### config.mk
export PLATFORM = sky130hd
export DESIGN_NAME = ccp_unit
export DESIGN_NICKNAME = d
export VERILOG_FILES = /design/src/rtl/ccp_pkg.sv /design/src/rtl/ccp_unit.sv
export SDC_FILE = /design/constraint.sdc
export NUM_CORES = 1
export LEC_CHECK = 0
export BUFFER_PORTS_ARGS = -buffer_cell sky130_fd_sc_hd__buf_2
export CORE_MARGIN = 10
export CORE_UTILIZATION = 46
export DETAILED_ROUTE_END_ITERATION = 6
export GPL_ROUTABILITY_DRIVEN = 0
export PLACE_DENSITY = 0.8
export SYNTH_ARGS = -nofsm -noshare
export SYNTH_HDL_FRONTEND = slang
export SYNTH_SLANG_ARGS = --single-unit
### constraint.sdc
create_clock -name CORE_CLK -period 3.38 [get_ports CORE_CLK]
set_input_delay 0.676 -clock CORE_CLK [delete_from_list [all_inputs] [get_ports CORE_CLK]]
set_output_delay 0.676 -clock CORE_CLK [all_outputs]
set_load 0.1 [all_outputs]
### src/rtl/ccp_pkg.sv
// Package of constants and carrier types for the capture/compare/PWM unit
// Behaviour
// [RQ1] Writing mode 0000 switches the unit off and resets prescaler and output latch.
// [RQ2] Modes 0100..0111 capture on falling, rising, 4th rising, 16th rising edge.
// [RQ3] Mode 1000 sets, 1001 clears the output on match; both set the flag.
// [RQ4] Mode 1010 sets the flag only; request leaves only when enabled.
// [RQ5] Mode 1011 sets the flag and raises the special trigger.
// [RQ6] Modes 11xx are PWM; control bits 5:4 are the duty's two low bits.
// [RQ7] Each capture event copies the 16-bit timer into the data pair and flags.
// [RQ8] Software clears the flag; hardware never clears it.
// [RQ9] A new capture overwrites unread data; no overrun is kept.
// [RQ10] Prescaler counter is held clear when off or outside capture modes.
// [RQ11] Switching between capture prescale settings keeps the prescaler count.
// [RQ12] Software should write zero before choosing a new prescale setting.
// [RQ13] Software should keep the enable clear across mode changes, then clear flag.
// [RQ14] Capture watches the pin level, so driving the pin can capture.
// [RQ15] Compare runs continuously; pin action and flag follow the same match.
// [RQ16] Clearing control forces the unit's own output latch low.
// [RQ17] Trigger follows the match at once; timer resets on its next tick.
// [RQ18] The trigger starts a conversion only while the converter is enabled.
// [RQ19] Rewriting the pair before the timer tick removes the match and reset.
// [RQ20] Software runs the 16-bit timer in a synchronous mode.
// [RQ21] Capture and compare use the 16-bit timer; PWM uses the 8-bit timer.
// [RQ22] Software sets pin direction: input for capture, output otherwise.
// [RQ23] At period end the output is set unless duty is zero; duty is reloaded.
// [RQ24] Output clears when buffered 10-bit duty equals timer with two low bits.
// [RQ25] In PWM the high data register is read-only and holds active duty.
// [RQ26] A duty above the period never clears the output in that period.
// [RQ27] The capture pin is synchronised before edge detection.
package ccp_pkg;

  localparam int ADDR_W = 8;
  localparam int DATA_W = 32;

  // Register indices; byte address is four times the index
  localparam logic [5:0] IDX_DATA_LOW = 6'h15;
  localparam logic [5:0] IDX_DATA_HIGH = 6'h16;
  localparam logic [5:0] IDX_MODE_CONTROL = 6'h17;
  localparam logic [5:0] IDX_IRQ_CONTROL = 6'h18;
  localparam logic [7:0] ADDR_DATA_LOW = {IDX_DATA_LOW, 2'b00};
  localparam logic [7:0] ADDR_DATA_HIGH = {IDX_DATA_HIGH, 2'b00};
  localparam logic [7:0] ADDR_MODE_CONTROL = {IDX_MODE_CONTROL, 2'b00};
  localparam logic [7:0] ADDR_IRQ_CONTROL = {IDX_IRQ_CONTROL, 2'b00};

  localparam logic [7:0] MODE_CONTROL_RESET = 8'h00;
  localparam logic [7:0] DATA_RESET = 8'h00;

  // Fields of the interrupt control register
  localparam int IRQ_FLAG_BIT = 0;
  localparam int IRQ_ENABLE_BIT = 1;
  localparam int OUT_LATCH_BIT = 2;

  // Mode field encodings
  localparam logic [3:0] MODE_OFF = 4'h0;
  localparam logic [3:0] MODE_CAP_FALL = 4'h4;
  localparam logic [3:0] MODE_CAP_RISE = 4'h5;
  localparam logic [3:0] MODE_CAP_RISE4 = 4'h6;
  localparam logic [3:0] MODE_CAP_RISE16 = 4'h7;
  localparam logic [3:0] MODE_CMP_SET = 4'h8;
  localparam logic [3:0] MODE_CMP_CLEAR = 4'h9;
  localparam logic [3:0] MODE_CMP_SOFT = 4'ha;
  localparam logic [3:0] MODE_CMP_TRIG = 4'hb;
  localparam logic [1:0] GROUP_CAPTURE = 2'h1;
  localparam logic [1:0] GROUP_COMPARE = 2'h2;
  localparam logic [1:0] GROUP_PWM = 2'h3;

  // Prescaler count values that complete an event
  localparam logic [3:0] PRESCALE4_LAST = 4'h3;
  localparam logic [3:0] PRESCALE16_LAST = 4'hf;

  typedef struct packed {
    logic [1:0] unused;
    logic duty_bit_one;
    logic duty_bit_zero;
    logic [3:0] mode;
  } ccp_ctrl_t;

  // 8-bit period timer as seen by the PWM logic
  typedef struct packed {
    logic [7:0] count;
    logic [1:0] sub;
    logic tick;
    logic [7:0] limit;
  } ccp_pwm_timer_t;

endpackage

### src/rtl/ccp_unit.sv
// Capture/compare/PWM unit with an APB register slave
module ccp_unit (
  input wire logic CORE_CLK,
  input wire logic RESETN,
  input wire logic PSEL,
  input wire logic PENABLE,
  input wire logic PWRITE,
  input wire logic [ccp_pkg::ADDR_W-1:0] PADDR,
  input wire logic [ccp_pkg::DATA_W-1:0] PWDATA,
  output logic [ccp_pkg::DATA_W-1:0] PRDATA,
  output logic PREADY,
  output logic PSLVERR,
  input wire logic [15:0] SIXTEEN_BIT_TIMER,
  input wire ccp_pkg::ccp_pwm_timer_t EIGHT_BIT_PERIOD_TIMER,
  input wire logic UNIT_IO_PIN_IN,
  input wire logic ADC_ENABLE,
  output logic UNIT_IO_PIN_OUT,
  output logic SPECIAL_TRIGGER,
  output logic ADC_START,
  output logic UNIT_IRQ
);
  import ccp_pkg::*;

  ccp_ctrl_t ctrl;
  logic [7:0] data_low;
  logic [7:0] data_high;
  logic [1:0] duty_latch;
  logic unit_irq_flag;
  logic unit_irq_enable;
  logic [3:0] presc;
  logic pin_s1;
  logic pin_s2;
  logic pin_s3;
  logic cmp_eq_q;
  logic out_latch;
  logic ready;
  logic [DATA_W-1:0] rdata;
  logic slverr;
  logic trig;
  logic adc_go;
  logic irq_out;

  logic setup_wait;
  logic access;
  logic wr;
  logic hit_low;
  logic hit_high;
  logic hit_ctrl;
  logic hit_irq;
  logic hit_any;
  logic ctrl_off_wr;
  logic is_cap;
  logic is_cmp;
  logic is_pwm;
  logic rise;
  logic fall;
  logic cap_evt;
  logic cmp_eq;
  logic cmp_evt;
  logic period_end;
  logic pwm_clear;
  logic [9:0] next_duty;
  logic [DATA_W-1:0] next_rdata;
  logic mode_set;
  logic mode_clear;
  logic mode_trig;
  logic cap_take;
  logic flag_set;
  logic flag_clear;
  logic low_wr;
  logic high_wr;
  logic irq_wr;
  logic next_out_latch;
  logic next_trig;
  logic next_adc_go;
  logic next_flag;
  logic [7:0] next_data_low;
  logic [7:0] next_data_high;
  logic [3:0] next_presc;
  logic [1:0] next_duty_latch;

  // Bus decode
  always_comb begin
    setup_wait = PSEL & PENABLE & ~ready;
    access = PSEL & PENABLE & ready;
    wr = access & PWRITE;
    hit_low = (PADDR == ADDR_DATA_LOW);
    hit_high = (PADDR == ADDR_DATA_HIGH);
    hit_ctrl = (PADDR == ADDR_MODE_CONTROL);
    hit_irq = (PADDR == ADDR_IRQ_CONTROL);
    hit_any = hit_low | hit_high | hit_ctrl | hit_irq;
    ctrl_off_wr = wr & hit_ctrl & (PWDATA[3:0] == MODE_OFF);
  end

  // Write strobes and per-mode actions
  always_comb begin
    low_wr = wr & hit_low;
    high_wr = wr & hit_high & ~is_pwm; // see [RQ25]
    irq_wr = wr & hit_irq;
    mode_set = (ctrl.mode == MODE_CMP_SET);
    mode_clear = (ctrl.mode == MODE_CMP_CLEAR);
    mode_trig = (ctrl.mode == MODE_CMP_TRIG);
    cap_take = is_cap & cap_evt; // see [RQ7] [RQ9]
    // Flag-only mode shares the flag path but never touches the pin
    flag_set = cap_take | cmp_evt; // see [RQ3] [RQ4] [RQ5]
    flag_clear = irq_wr & PWDATA[IRQ_FLAG_BIT]; // see [RQ8]
    next_trig = cmp_eq & mode_trig; // see [RQ5] [RQ17] [RQ19]
    next_adc_go = cmp_evt & mode_trig & ADC_ENABLE; // see [RQ18]
  end

  // Mode groups and events
  always_comb begin
    is_cap = (ctrl.mode[3:2] == GROUP_CAPTURE);
    is_cmp = (ctrl.mode[3:2] == GROUP_COMPARE);
    is_pwm = (ctrl.mode[3:2] == GROUP_PWM); // see [RQ6]
    rise = pin_s2 & ~pin_s3;
    fall = ~pin_s2 & pin_s3; // see [RQ14]
  end

  // Capture event selection
  always_comb begin
    case (ctrl.mode) // see [RQ2]
      MODE_CAP_FALL: cap_evt = fall;
      MODE_CAP_RISE: cap_evt = rise;
      MODE_CAP_RISE4: cap_evt = rise & (presc[1:0] == PRESCALE4_LAST[1:0]);
      MODE_CAP_RISE16: cap_evt = rise & (presc == PRESCALE16_LAST);
      default: cap_evt = 1'b0;
    endcase
  end

  // Compare match and PWM period events
  always_comb begin
    cmp_eq = is_cmp & ({data_high, data_low} == SIXTEEN_BIT_TIMER); // see [RQ15] [RQ21]
    cmp_evt = cmp_eq & ~cmp_eq_q;
    period_end = is_pwm & EIGHT_BIT_PERIOD_TIMER.tick
      & (EIGHT_BIT_PERIOD_TIMER.count == EIGHT_BIT_PERIOD_TIMER.limit); // see [RQ21]
    // A duty beyond the period never equals the timer, so no clear
    pwm_clear = is_pwm & ({data_high, duty_latch}
      == {EIGHT_BIT_PERIOD_TIMER.count, EIGHT_BIT_PERIOD_TIMER.sub}); // see [RQ24] [RQ26]
    next_duty = {data_low, ctrl.duty_bit_one, ctrl.duty_bit_zero}; // see [RQ6]
  end

  // Read multiplexer
  always_comb begin
    next_rdata = '0;
    if (hit_low) begin
      next_rdata[7:0] = data_low;
    end else if (hit_high) begin
      next_rdata[7:0] = data_high;
    end else if (hit_ctrl) begin
      next_rdata[7:0] = {2'b00, ctrl[5:0]};
    end else if (hit_irq) begin
      next_rdata[IRQ_FLAG_BIT] = unit_irq_flag;
      next_rdata[IRQ_ENABLE_BIT] = unit_irq_enable;
      next_rdata[OUT_LATCH_BIT] = out_latch;
    end
  end

  // APB answer: one wait state, then ready for exactly one cycle
  always_ff @(posedge CORE_CLK or negedge RESETN) begin
    if (!RESETN) begin
      ready <= 1'b0;
    end else begin
      ready <= setup_wait;
    end
  end

  // Unmapped addresses answer with an error and change nothing
  always_ff @(posedge CORE_CLK or negedge RESETN) begin
    if (!RESETN) begin
      slverr <= 1'b0;
    end else begin
      slverr <= setup_wait & ~hit_any;
    end
  end

  // Read data is taken in the wait state and held until the next read
  always_ff @(posedge CORE_CLK or negedge RESETN) begin
    if (!RESETN) begin
      rdata <= '0;
    end else if (setup_wait & ~PWRITE) begin
      rdata <= next_rdata;
    end
  end

  // Two-stage synchroniser plus one stage for edge detection
  always_ff @(posedge CORE_CLK or negedge RESETN) begin
    if (!RESETN) begin
      pin_s1 <= 1'b0;
      pin_s2 <= 1'b0;
      pin_s3 <= 1'b0;
    end else begin
      pin_s1 <= UNIT_IO_PIN_IN; // see [RQ27]
      pin_s2 <= pin_s1;
      pin_s3 <= pin_s2;
    end
  end

  // Mode control register
  always_ff @(posedge CORE_CLK or negedge RESETN) begin
    if (!RESETN) begin
      ctrl <= ccp_ctrl_t'(MODE_CONTROL_RESET);
    end else if (wr & hit_ctrl) begin
      ctrl <= ccp_ctrl_t'({2'b00, PWDATA[5:0]});
    end
  end

  // Next prescaler count, held clear outside the capture modes
  always_comb begin
    next_presc = presc;
    if (!is_cap || ctrl_off_wr) begin
      next_presc = 4'h0; // see [RQ10] [RQ1]
    end else if (rise) begin
      // Kept across changes between capture settings
      next_presc = presc + 4'h1; // see [RQ11]
    end
  end

  // Capture edge prescaler
  always_ff @(posedge CORE_CLK or negedge RESETN) begin
    if (!RESETN) begin
      presc <= 4'h0;
    end else begin
      presc <= next_presc;
    end
  end

  // Next data pair: a capture beats a software write in the same cycle
  always_comb begin
    next_data_low = data_low;
    next_data_high = data_high;
    if (cap_take) begin
      next_data_low = SIXTEEN_BIT_TIMER[7:0]; // see [RQ7] [RQ9]
      next_data_high = SIXTEEN_BIT_TIMER[15:8]; // see [RQ7] [RQ9]
    end else begin
      if (low_wr) begin
        next_data_low = PWDATA[7:0];
      end
      if (period_end) begin
        // Duty reload at the period start; the high byte is read-only here
        next_data_high = next_duty[9:2]; // see [RQ23] [RQ25]
      end else if (high_wr) begin
        next_data_high = PWDATA[7:0]; // see [RQ25]
      end
    end
  end

  always_ff @(posedge CORE_CLK or negedge RESETN) begin
    if (!RESETN) begin
      data_low <= DATA_RESET;
    end else begin
      data_low <= next_data_low;
    end
  end

  always_ff @(posedge CORE_CLK or negedge RESETN) begin
    if (!RESETN) begin
      data_high <= DATA_RESET;
    end else begin
      data_high <= next_data_high;
    end
  end

  // Next duty low bits, reloaded only at the period start
  always_comb begin
    next_duty_latch = duty_latch;
    if (ctrl_off_wr) begin
      next_duty_latch = 2'b00; // see [RQ1]
    end else if (period_end) begin
      next_duty_latch = next_duty[1:0]; // see [RQ23] [RQ25]
    end
  end

  // Internal latch of the two low duty bits
  always_ff @(posedge CORE_CLK or negedge RESETN) begin
    if (!RESETN) begin
      duty_latch <= 2'b00;
    end else begin
      duty_latch <= next_duty_latch;
    end
  end

  // Compare match memory so a held match acts once
  always_ff @(posedge CORE_CLK or negedge RESETN) begin
    if (!RESETN) begin
      cmp_eq_q <= 1'b0;
    end else if (ctrl_off_wr) begin
      cmp_eq_q <= 1'b0; // see [RQ1]
    end else begin
      cmp_eq_q <= cmp_eq;
    end
  end

  // Next level of the unit output latch; the period start wins over a clear
  always_comb begin
    next_out_latch = out_latch;
    if (ctrl_off_wr) begin
      next_out_latch = 1'b0; // see [RQ1] [RQ16]
    end else if (is_cmp) begin
      if (cmp_evt & mode_set) begin
        next_out_latch = 1'b1; // see [RQ3] [RQ15]
      end else if (cmp_evt & mode_clear) begin
        next_out_latch = 1'b0; // see [RQ3] [RQ15]
      end
    end else if (is_pwm) begin
      if (period_end) begin
        next_out_latch = (next_duty != 10'h000); // see [RQ23]
      end else if (pwm_clear) begin
        next_out_latch = 1'b0; // see [RQ24]
      end
    end
  end

  // Unit output latch, separate from the port data latch
  always_ff @(posedge CORE_CLK or negedge RESETN) begin
    if (!RESETN) begin
      out_latch <= 1'b0;
    end else begin
      out_latch <= next_out_latch;
    end
  end

  // Next flag value: a hardware event beats a clear in the same cycle
  always_comb begin
    next_flag = unit_irq_flag;
    if (flag_set) begin
      next_flag = 1'b1; // see [RQ7]
    end else if (flag_clear) begin
      next_flag = 1'b0; // see [RQ8]
    end
  end

  always_ff @(posedge CORE_CLK or negedge RESETN) begin
    if (!RESETN) begin
      unit_irq_flag <= 1'b0;
    end else begin
      unit_irq_flag <= next_flag;
    end
  end

  always_ff @(posedge CORE_CLK or negedge RESETN) begin
    if (!RESETN) begin
      unit_irq_enable <= 1'b0;
    end else if (irq_wr) begin
      unit_irq_enable <= PWDATA[IRQ_ENABLE_BIT];
    end
  end

  // Request to the processor only while enabled
  always_ff @(posedge CORE_CLK or negedge RESETN) begin
    if (!RESETN) begin
      irq_out <= 1'b0;
    end else begin
      irq_out <= unit_irq_flag & unit_irq_enable; // see [RQ4]
    end
  end

  // Trigger follows the live match; the timer resets on its next tick
  always_ff @(posedge CORE_CLK or negedge RESETN) begin
    if (!RESETN) begin
      trig <= 1'b0;
    end else begin
      trig <= next_trig;
    end
  end

  // Conversion start is one pulse in the cycle after the first cycle of a match
  always_ff @(posedge CORE_CLK or negedge RESETN) begin
    if (!RESETN) begin
      adc_go <= 1'b0;
    end else begin
      adc_go <= next_adc_go;
    end
  end

  assign PRDATA = rdata;
  assign PREADY = ready;
  assign PSLVERR = slverr;
  assign UNIT_IO_PIN_OUT = out_latch;
  assign SPECIAL_TRIGGER = trig;
  assign ADC_START = adc_go;
  assign UNIT_IRQ = irq_out;

endmodule // ccp_unit

# After elaboration in Yosys (flattened, before gate mapping)
# Cells that the tools add are included.
# Widths: inputs -> output; s select.
[word_totals]
register_bits = 48
latch_bits = 0
ramBits = 0
romBits = 0
in_bits = 82
out_inout_bits = 38
elab_cells = 118
n_memories = 0
[op_classes]
add_sub_neg = 1
n_mul = 0
n_div = 0
order_cmp = 0
eq_ne = 20
shift = 0
mux = 25
n_bitwise = 40
n_reduce_logical = 12
[op_table]
columns = ["cell", "count"]
rows = [
  ["$mux 8", 7],
  ["$eq 8x7->1 const B", 4],
  ["$and 1x1->1", 29],
  ["$eq 16x16->1", 1],
  ["$eq 4x3->1 const B", 4],
  ["$eq 4x4->1 const B", 4],
  ["$eq 10x10->1", 1],
  ["$mux 1", 10],
  ["$reduce_bool 10->1", 1],
  ["$mux 3", 3],
  ["$eq 8x8->1", 1],
  ["$mux 4", 2],
  ["$reduce_bool 2->1", 4],
  ["$not 1->1", 7],
  ["$eq 2x2->1 const B", 3],
  ["$reduce_bool 3->1", 2],
  ["$add 4x1->4 const B", 1],
  ["$logic_not 4->1", 1],
  ["$mux 2", 2],
  ["$ne 4x2->1 const B", 1],
  ["$or 1x1->1", 4],
  ["$pmux 1 s4", 1],
  ["$reduce_bool 4->1", 1],
  ["$reduce_and 3->1", 1],
  ["other kinds (3)", 3],
]

# Depth between registers and ports, before layout
# Gate-level depths: netlist of the first run.
[depth]
word_depth = 8
depth_mapped = 8
ltp_nobuf = 5

# Worst setup path after synthesis of the first run
# OpenSTA, ideal clock, no wires.
[synth_path]
path_kind = "register to register"
from = "register ready, in the netlist PREADY"
to = "register presc[0]"
setup_time_ns = 0.119
arrival_ns = 2.223
required_time_ns = 3.261
slack_ns = 1.038
path_stages_with_launch = 6
n_path_buf = 0
synth_period_minus_slack_ns = 2.342
path_cell_list = "dfrtp_1 nand4_1 nor4_4 and2_4 or2b_2 nor2_1"
[synth_via]
elab_chain_cells = 6
elab_cells_between_ends = 7
[synth_rtl]
columns = ["item", "line_no", "rtl"]
rows = [
  ["start: declaration", "ccp_unit.sv:36", "logic ready;"],
  ["start signal: assignment", "ccp_unit.sv:164", "ready <= setup_wait;"],
  ["$and 1x1->1 (*)", "ccp_unit.sv:85", "access = PSEL & PENABLE & ready;"],
  ["$and 1x1->1 (*)", "ccp_unit.sv:86", "wr = access & PWRITE;"],
  ["$and 1x1->1 (*) (2 in a row)", "ccp_unit.sv:92", "ctrl_off_wr = wr & hit_ctrl & (PWDATA[3:0] == MODE_OFF);"],
  ["$logic_or 1x1->1 (*)", "ccp_unit.sv:211", "if (!is_cap || ctrl_off_wr) begin"],
  ["$mux 4 / $reduce_bool 2->1 (equally long branches)", "n/a", ""],
  ["end signal: assignment", "ccp_unit.sv:224", "presc <= next_presc;"],
  ["end: declaration", "ccp_unit.sv:30", "logic [3:0] presc;"],
]
# Every way passes the cells marked *; elsewhere a longest branch is shown, timed or not.
# A chain may end at the register's enable or synchronous reset.

# Worst setup path in the final report of the first run
[layout_path]
from = "input port PADDR[1] (netlist name)"
to = "register presc[1]"
[layout_via]
elab_chain_cells = 5
elab_cells_between_ends = 6
[layout_rtl]
columns = ["item", "line_no", "rtl"]
rows = [
  ["start: declaration", "ccp_unit.sv:8", "input wire logic [ccp_pkg::ADDR_W-1:0] PADDR,"],
  ["$eq 8x7->1 (*)", "ccp_unit.sv:89", "hit_ctrl = (PADDR == ADDR_MODE_CONTROL);"],
  ["$and 1x1->1 (*) (2 in a row)", "ccp_unit.sv:92", ""],
  ["$logic_or 1x1->1 (*)", "ccp_unit.sv:211", ""],
  ["$mux 4 / $reduce_bool 2->1 (equally long branches)", "n/a", ""],
]
# Marked as above.

==> results.toml, run 1 <==
[power]
p_leak_nw = 1.65
swShare_pct = 36.3
max-vdd-ir-drop_v = 0.000215
power_frac_comb_pct = 26.2
seq_power_share_pct = 42.6
clkPwrFrac_pct = 31.2
switchingPower_mw = 0.519
p_per_area_mw_per_mm2 = 404
p_int_mw = 0.910

[clock_tree]
cts_inserted_buffers = 5
clock_latency_ps = 310
cts_tree = "built"
clkSlewWorstSetupHoldPaths_ps = 90
clockBufferDepth = 2
cts_root_buffer = "clkbuf_8"
cts_resized = 0
ctsHoldBuffers = 0
htree_levels = 2
cts.sinks = 48
post_cts_buffers = 0

[drt]
drc = 0
avgRoutedWirePerCell_um = 18.3
final_antenna_net_count = 0
vias = 2587
drt_iter0_drc = 130
first_pass_iters = 4
vias_per_cell = 5.61
drt-total-wl_mm = 8.44

[flow_run]
maxCapViolCount = 0

[floorplanning]
fp-row-count = 29
die_area_mm2 = 0.0104
core-area_mm2 = 0.00642
die_x_um = 102
start_util_pct = 47.9
die_height_um = 102
io_pins = 120

[logic_synthesis]
synthCells = 312
yosysSeqAreaShare_pct = 39.0
ys_seq_elements = 48
async_flop_share_pct = 100
yosysWarnings = 0
postSynthAreaPerCell_um2 = 9.86
synthesis.area_mm2 = 0.00308
synth-edff-count = 0
synth.distinct_cells = 55
ys.flop_type = "dfrtp_1"

[sta]
holdWs_ps = 363
fmax_mhz = 429
maxSlewHeadroom_pct = 26.7
totalNegativeSetupSlack_ps = 0
clock_skew_ps = 5.27
slew_viol_final = 0
rsz0062_at_grt = "no"
finalHoldViolations = 0
setup_violations = 0
fin_crit_sh_pct = 69.0
post-route-min-period_ps = 2330
worst_slew_pin_slew_ps = 1100

[setup_path]
crit_buf_inv = 1
crit_chain = "buf_2 -> or4b_4 -> nor4_4 -> and2_4 -> or2b_2 -> nor2_1"
worstSetupEndpointType = "register"
path_class = "input port to register"
crit_required_ps = 3580
slowest_stage = "nor4_4"
cp.arrival_ps = 2540
cp_slowest_stage_delay_ps = 640
rrSetupSlack_ps = 1300
cp_max_fo = 8
critPathTopFamily = "simple AND/OR/NAND/NOR gates"
startpoint_type = "input port"

[global_route]
grt_start_max_net_pins = 49
antenna_found_initial = 0
overflow = 0
grt_pass1_wl_mm = 13.2
grtUsageTotal_pct = 15.8
grt_pass1_vias = 2629

[final_layout]
fillers = 603
area_growth_pct = 15.0
nets = 466
final_common_cell = "buf_2"
num_antenna_cells = 0
drive_above_1_share_pct = 27.1
final_cell_mix = "buf_2 (71), dfrtp_1 (48), nor2_1 (27)"

[placement]
io_buffers = 71
dp_hpwl_mm = 6.73

[outcome]
status = "completed"

[hold_path]
hold_path.class = "register to register"
[worst reg2reg max path, cell delays in order (launching register included)]
cell and delay, ps:
dfrtp_1 470, or3b_1 420, a21oi_2 290, o21a_1 150, buf_4 280, a21oi_4 110, a211oi_1 260
[synth_stat cells (2+ instances only)]
master    number  area [um2]
a221oi_1       3        26.3
mux2i_1       22         220
nand2_1       14        52.6
xor2_1        13         114
o211ai_1       5        37.5
xnor2_1       24         210
a21oi_1       11        55.1
clkbuf_1       5        18.8
dfrtp_1       48        1200
nor2b_1        3        18.8
o21ai_0       12        60.1
nand2b_1       2        12.5
buf_4         25         188
nor4_1         6        37.5
and3_1         2        12.5
mux2_2        10         113
a21boi_0       2        15.0
nand4_1        8        50.1
inv_1          9        33.8
a211oi_1       3        22.5
nor2_1        27         101
nor3_1         6        30.0
a22oi_1        5        37.5
nand3_1        7        35.0
buf_2          3        15.0
o31ai_1        5        37.5
o22ai_1        3        18.8
nand4b_1       2        17.5
[final timing paths]
path,from,end,cells after the start
hold reg to reg,pin_s1,pin_s2,0
min in group asynchronous,RESETN,presc[0],1
hold / removal,pin_s1,pin_s2,0
max in group asynchronous,RESETN,data_high[6],1
setup / recovery,PADDR[1],presc[1],6
setup reg to reg,ctrl[0],data_high[0],6
[layer usage]
layer	global-route usage (%)	vias up	routed length, um
li1	-	1216	-
met1	20.2	1245	3600
met2	25.9	118	3990
met3	4.22	8	769
met4	4.29	0	82
met5	0	-	0
[stage by stage]
stage	util [%]	power, mW	worst slack [ps]	cell area (um2)	std cells
after floorplan	-	0.922	1040	3160	335
after CTS	55.1	1.44	1070	3540	461
after detailed placement	53.2	0.994	744	3420	453
after global placement	53.2	0.989	778	3420	453
after global routing	55.1	1.48	1010	3540	461
final	55.1	1.43	1050	3540	461
[power by group through the flow]
stage / combinational, mW / sequential (mW) / clock [mW]
after floorplan: 0.208 / 0.714 / 0
after global placement: 0.369 / 0.620 / 0
after detailed placement: 0.373 / 0.621 / 0
after CTS: 0.374 / 0.609 / 0.453
after global routing: 0.393 / 0.612 / 0.480
final: 0.374 / 0.609 / 0.446
[cells by family after synthesis]
family / synth area share [%]
other: 0.122
xor gates and xnor gates: 10.5
and+or+nand+nor: 18.4
AOI/OAI and AO/OA: 12.4
buffers and inverters: 8.30
adders and majority gates: 0.407
muxes: 10.8
DFF: 39.0
[flip-flops by register name, indices dropped and copies added (netlist names)]
name             flops
PRDATA               8
data_high            8
data_low             8
ctrl                 6
presc                4
duty_latch           2
ADC_START            1
PREADY               1
PSLVERR              1
SPECIAL_TRIGGER      1
UNIT_IO_PIN_OUT      1
UNIT_IRQ             1
cmp_eq_q             1
pin_s1               1
pin_s2               1
pin_s3               1
unit_irq_enable      1
unit_irq_flag        1
[final cells by class]
| cell class | count | area, um2 | share of cell area, % |
|---|---|---|---|
| clock buffer | 6 | 82.6 | 2.33 |
| clock inverter | 2 | 38.8 | 1.10 |
| inverter | 9 | 33.8 | 0.955 |
| multi-input combinational | 245 | 1710 | 48.2 |
| sequential | 48 | 1200 | 34.0 |
| tap | 77 | 96.3 | 2.72 |
| timing repair buffer | 74 | 378 | 10.7 |
(Power assumes the default switching activity.)
==> run 2, diff against run 1 <==
==> constraint.sdc (replaced) <==
create_clock -name CORE_CLK -period 2.3 [get_ports CORE_CLK]
set_input_delay 0.46 -clock CORE_CLK [delete_from_list [all_inputs] [get_ports CORE_CLK]]
set_output_delay 0.46 -clock CORE_CLK [all_outputs]
set_load 0.1 [all_outputs]
==> results.toml, run 2 (synthesized netlist as in run 1, its figures left out) <==
[outcome]
status = "completed"

[floorplanning]
die_x_um = 102
io_pins = 120
die_height_um = 102
start_util_pct = 47.9
fp-row-count = 29
core-area_mm2 = 0.00642
die_area_mm2 = 0.0104

[sta]
setup_violations = 0
clock_skew_ps = 3.30
finalHoldViolations = 0
fmax_mhz = 521
post-route-min-period_ps = 1920
fin_ws_ps = 380
rsz0062_at_grt = "no"
fin_crit_sh_pct = 83.5
worst_slew_pin_slew_ps = 525
totalNegativeSetupSlack_ps = 0
slew_viol_final = 0
maxSlewHeadroom_pct = 64.7

[clock_tree]
clock_latency_ps = 310
htree_levels = 2
post_cts_buffers = 0
cts_inserted_buffers = 5
cts.sinks = 48
cts_root_buffer = "clkbuf_8"
cts_resized = 0
clkSlewWorstSetupHoldPaths_ps = 90
cts_tree = "built"
clockBufferDepth = 2
ctsHoldBuffers = 0

[power]
max-vdd-ir-drop_v = 0.000257
p_per_area_mw_per_mm2 = 557
p_leak_nw = 1.70

[final_layout]
final_common_cell = "buf_2"
num_antenna_cells = 0
drive_above_1_share_pct = 29.1
final_cell_mix = "buf_2 (71), dfrtp_1 (47), nor2_1 (27)"
area_growth_pct = 17.4
nets = 477

[global_route]
grtUsageTotal_pct = 16.8
antenna_found_initial = 0
grt_pass1_vias = 2795
grt_pass1_wl_mm = 13.9
grt_start_max_net_pins = 22
overflow = 0

[setup_path]
cp.arrival_ps = 2100
path_class = "register to register"
r2r_start = "ctrl[0]"
startpoint_type = "register"
cp_slowest_stage_delay_ps = 510
crit_chain = "a21boi_0 -> and4b_1 -> o21a_1 -> buf_12 -> a21oi_4 -> a211oi_1"
worstSetupStartpoint = "ctrl[0]"
worstSetupEndpointType = "register"
crit_required_ps = 2480
cp_max_fo = 21
slowest_stage = "dfrtp_1"

[drt]
first_pass_iters = 4
vias_per_cell = 5.51
drt_iter0_drc = 175
vias = 2600
drc = 0
avgRoutedWirePerCell_um = 18.2
final_antenna_net_count = 0
drt-total-wl_mm = 8.58

[placement]
post-place-ws_ps = 130
dp_hpwl_mm = 7.00
io_buffers = 71

[flow_run]
maxCapViolCount = 0

[hold_path]
hold_path.class = "input port to async pin"
run 2: layer usage:
layer	vias up	GRT usage [%]	part of all wire (%)
li1	1235	-	-
met1	1238	20.4	41
met2	113	27.9	48
met3	14	5.04	9.8
met4	0	5.61	1.7
met5	-	0	0
run 2: area by class of cell:
type	instances	area (um2)
Timing Repair Buffer	85	473
Clock buffer	8	100
Sequential cell	48	1200
Inverter	9	33.8
Fill cell	598	2810
Multi-Input combinational cell	245	1710
Tap cell	77	96.3
run 2: final timing paths:
kind,to,slack [ps],cells after the start
setup / recovery,data_high[7],380,6
hold reg to reg,pin_s2,350,0
hold / removal,presc[2],50,1
max in group asynchronous,PREADY,1640,2
setup reg to reg,data_high[7],380,6
min in group CORE_CLK,pin_s1,250,1
run 2: critical path: cells and delay by family, from the launching register on:
family                 cells  cell delay (ps)
DFF                        1              510
AOI/OAI and AO/OA          4              820
buffers and inverters      1              160
and+or+nand+nor            1              300
run 2: through the flow:
step	cells	hold slack (ps)	cell area, um2	total power [mW]	utilization, %
after CTS	472	50.1	3610	2.03	56.2
after detailed placement	464	335	3510	1.47	54.7
final	472	47.7	3610	2.01	56.2
after global routing	472	58.8	3610	2.10	56.2
after global placement	464	338	3510	1.46	54.7
after floorplan	335	164	3160	1.36	-
run 2: power breakdown:
| group | total, mW | leakage [nW] | internal, mW | switching [mW] |
|---|---|---|---|---|
| clock network | 0.560 | 0.0515 | 0.275 | 0.285 |
| logic | 0.556 | 0.994 | 0.115 | 0.442 |
| registers | 0.897 | 0.649 | 0.872 | 0.0248 |
| total | 2.01 | 1.70 | 1.26 | 0.752 |
==> run 3, diff against run 2 <==
==> constraint.sdc (replaced) <==
create_clock -name CORE_CLK -period 1.98 [get_ports CORE_CLK]
set_input_delay 0.396 -clock CORE_CLK [delete_from_list [all_inputs] [get_ports CORE_CLK]]
set_output_delay 0.396 -clock CORE_CLK [all_outputs]
set_load 0.1 [all_outputs]
==> results.toml, run 3 (synthesized netlist as in run 1, its figures left out) <==
[sta]
clock_skew_ps = 12.9
rsz0062_at_grt = "no"
fin_crit_sh_pct = 95.1
fmax_mhz = 531
post-route-min-period_ps = 1880
fin_ws_ps = 97.9
slew_viol_final = 0
setup_violations = 0
finalHoldViolations = 0

[final_layout]
final_common_cell = "buf_2"
final_cell_mix = "buf_2 (71), dfrtp_1 (46), buf_4 (31)"
area_growth_pct = 23.5
num_antenna_cells = 0
stdcell_area_mm2 = 0.00380
fillers = 588
nets = 497
drive_above_1_share_pct = 32.8

[drt]
final_antenna_net_count = 0
avgRoutedWirePerCell_um = 18.2
vias = 2697
drt-total-wl_mm = 8.96
first_pass_iters = 4
drt_iter0_drc = 320
vias_per_cell = 5.48
drc = 0

[power]
p_leak_nw = 1.80
seq_power_share_pct = 43.0
p_int_mw = 1.54
switchingPower_mw = 0.885
swShare_pct = 36.5
max-vdd-ir-drop_v = 0.000424
p_per_area_mw_per_mm2 = 639
power_frac_comb_pct = 27.8
clkPwrFrac_pct = 29.3

[floorplanning]
core-area_mm2 = 0.00642
start_util_pct = 47.9
io_pins = 120
die_height_um = 102
fp-row-count = 29
die_x_um = 102
die_area_mm2 = 0.0104

[outcome]
status = "completed"

[global_route]
antenna_found_initial = 0
overflow = 0
grt_start_max_net_pins = 22
grt_pass1_wl_mm = 14.2
grt_pass1_vias = 2830
grtUsageTotal_pct = 17.2

[clock_tree]
clock_latency_ps = 310
htree_levels = 2
cts_root_buffer = "clkbuf_8"
cts.sinks = 48
post_cts_buffers = 0
clkSlewWorstSetupHoldPaths_ps = 90
clockBufferDepth = 2
cts_tree = "built"
cts_resized = 0
ctsHoldBuffers = 0
cts_inserted_buffers = 5

[placement]
dp_hpwl_mm = 7.26
post-place-ws_ps = -134
placed_cell_area_mm2 = 0.00369
io_buffers = 71

[setup_path]
startpoint_type = "register"
worstSetupEndpointType = "register"
cp.arrival_ps = 2100
cp_max_fo = 21
crit_required_ps = 2200
path_class = "register to register"

[flow_run]
maxCapViolCount = 0

[hold_path]
hold_path.class = "input port to async pin"
## run 3: worst paths after layout
path	depth (start not counted)	slack, ps	startpoint	endpoint
max in group asynchronous	2	1380	RESETN	pin_s2
setup reg to reg	6	100	ctrl[0]	data_high[0]
min in group CORE_CLK	1	200	UNIT_IO_PIN_IN	pin_s1
hold / removal	1	10	RESETN	data_high[0]
setup / recovery	6	100	ctrl[0]	data_high[0]
hold reg to reg	0	360	pin_s1	pin_s2
## run 3: area by class of cell
cell class	count	area, um2	share of cell area, %
Multi-Input combinational cell	245	1710	44.9
Clock inverter	2	35.0	0.922
Sequential cell	48	1210	31.8
Inverter	9	33.8	0.889
Timing Repair Buffer	105	648	17.1
Tap cell	77	96.3	2.54
Clock buffer	6	72.6	1.91
## run 3: power groups by stage
stage	registers, mW	clock network [mW]	logic (mW)
after global placement	1.06	0	0.663
after CTS	1.04	0.721	0.673
after detailed placement	1.06	0	0.671
final	1.04	0.711	0.674
after floorplan	1.22	0	0.355
after global routing	1.05	0.758	0.710
## run 3: layer usage
metal | global-route usage, % | share of wire, % | up-vias
met5 | 0 | 0 | -
met3 | 5.45 | 11 | 11
li1 | - | - | 1281
met1 | 20.6 | 39 | 1261
met2 | 28.9 | 49 | 144
met4 | 5.17 | 1.1 | 0
## run 3: critical path: stages, from the launching register on
cell,delay (ps)
dfrtp_2,470
or3b_1,430
a21oi_2,190
o21a_1,200
buf_12,170
a21oi_4,70
a211oi_1,250
## run 3: per-stage QoR
stage | utilization [%] | setup TNS, ps | cells | total power, mW | hold WS, ps
floorplan | - | 0 | 335 | 1.58 | 100
global placement | 57.5 | -1670 | 484 | 1.72 | 331
detailed placement | 57.5 | -2220 | 484 | 1.73 | 341
CTS | 59.1 | 0 | 492 | 2.44 | 3.61
global route | 59.1 | 0 | 492 | 2.52 | 11.8
finish | 59.1 | 0 | 492 | 2.43 | 12.4
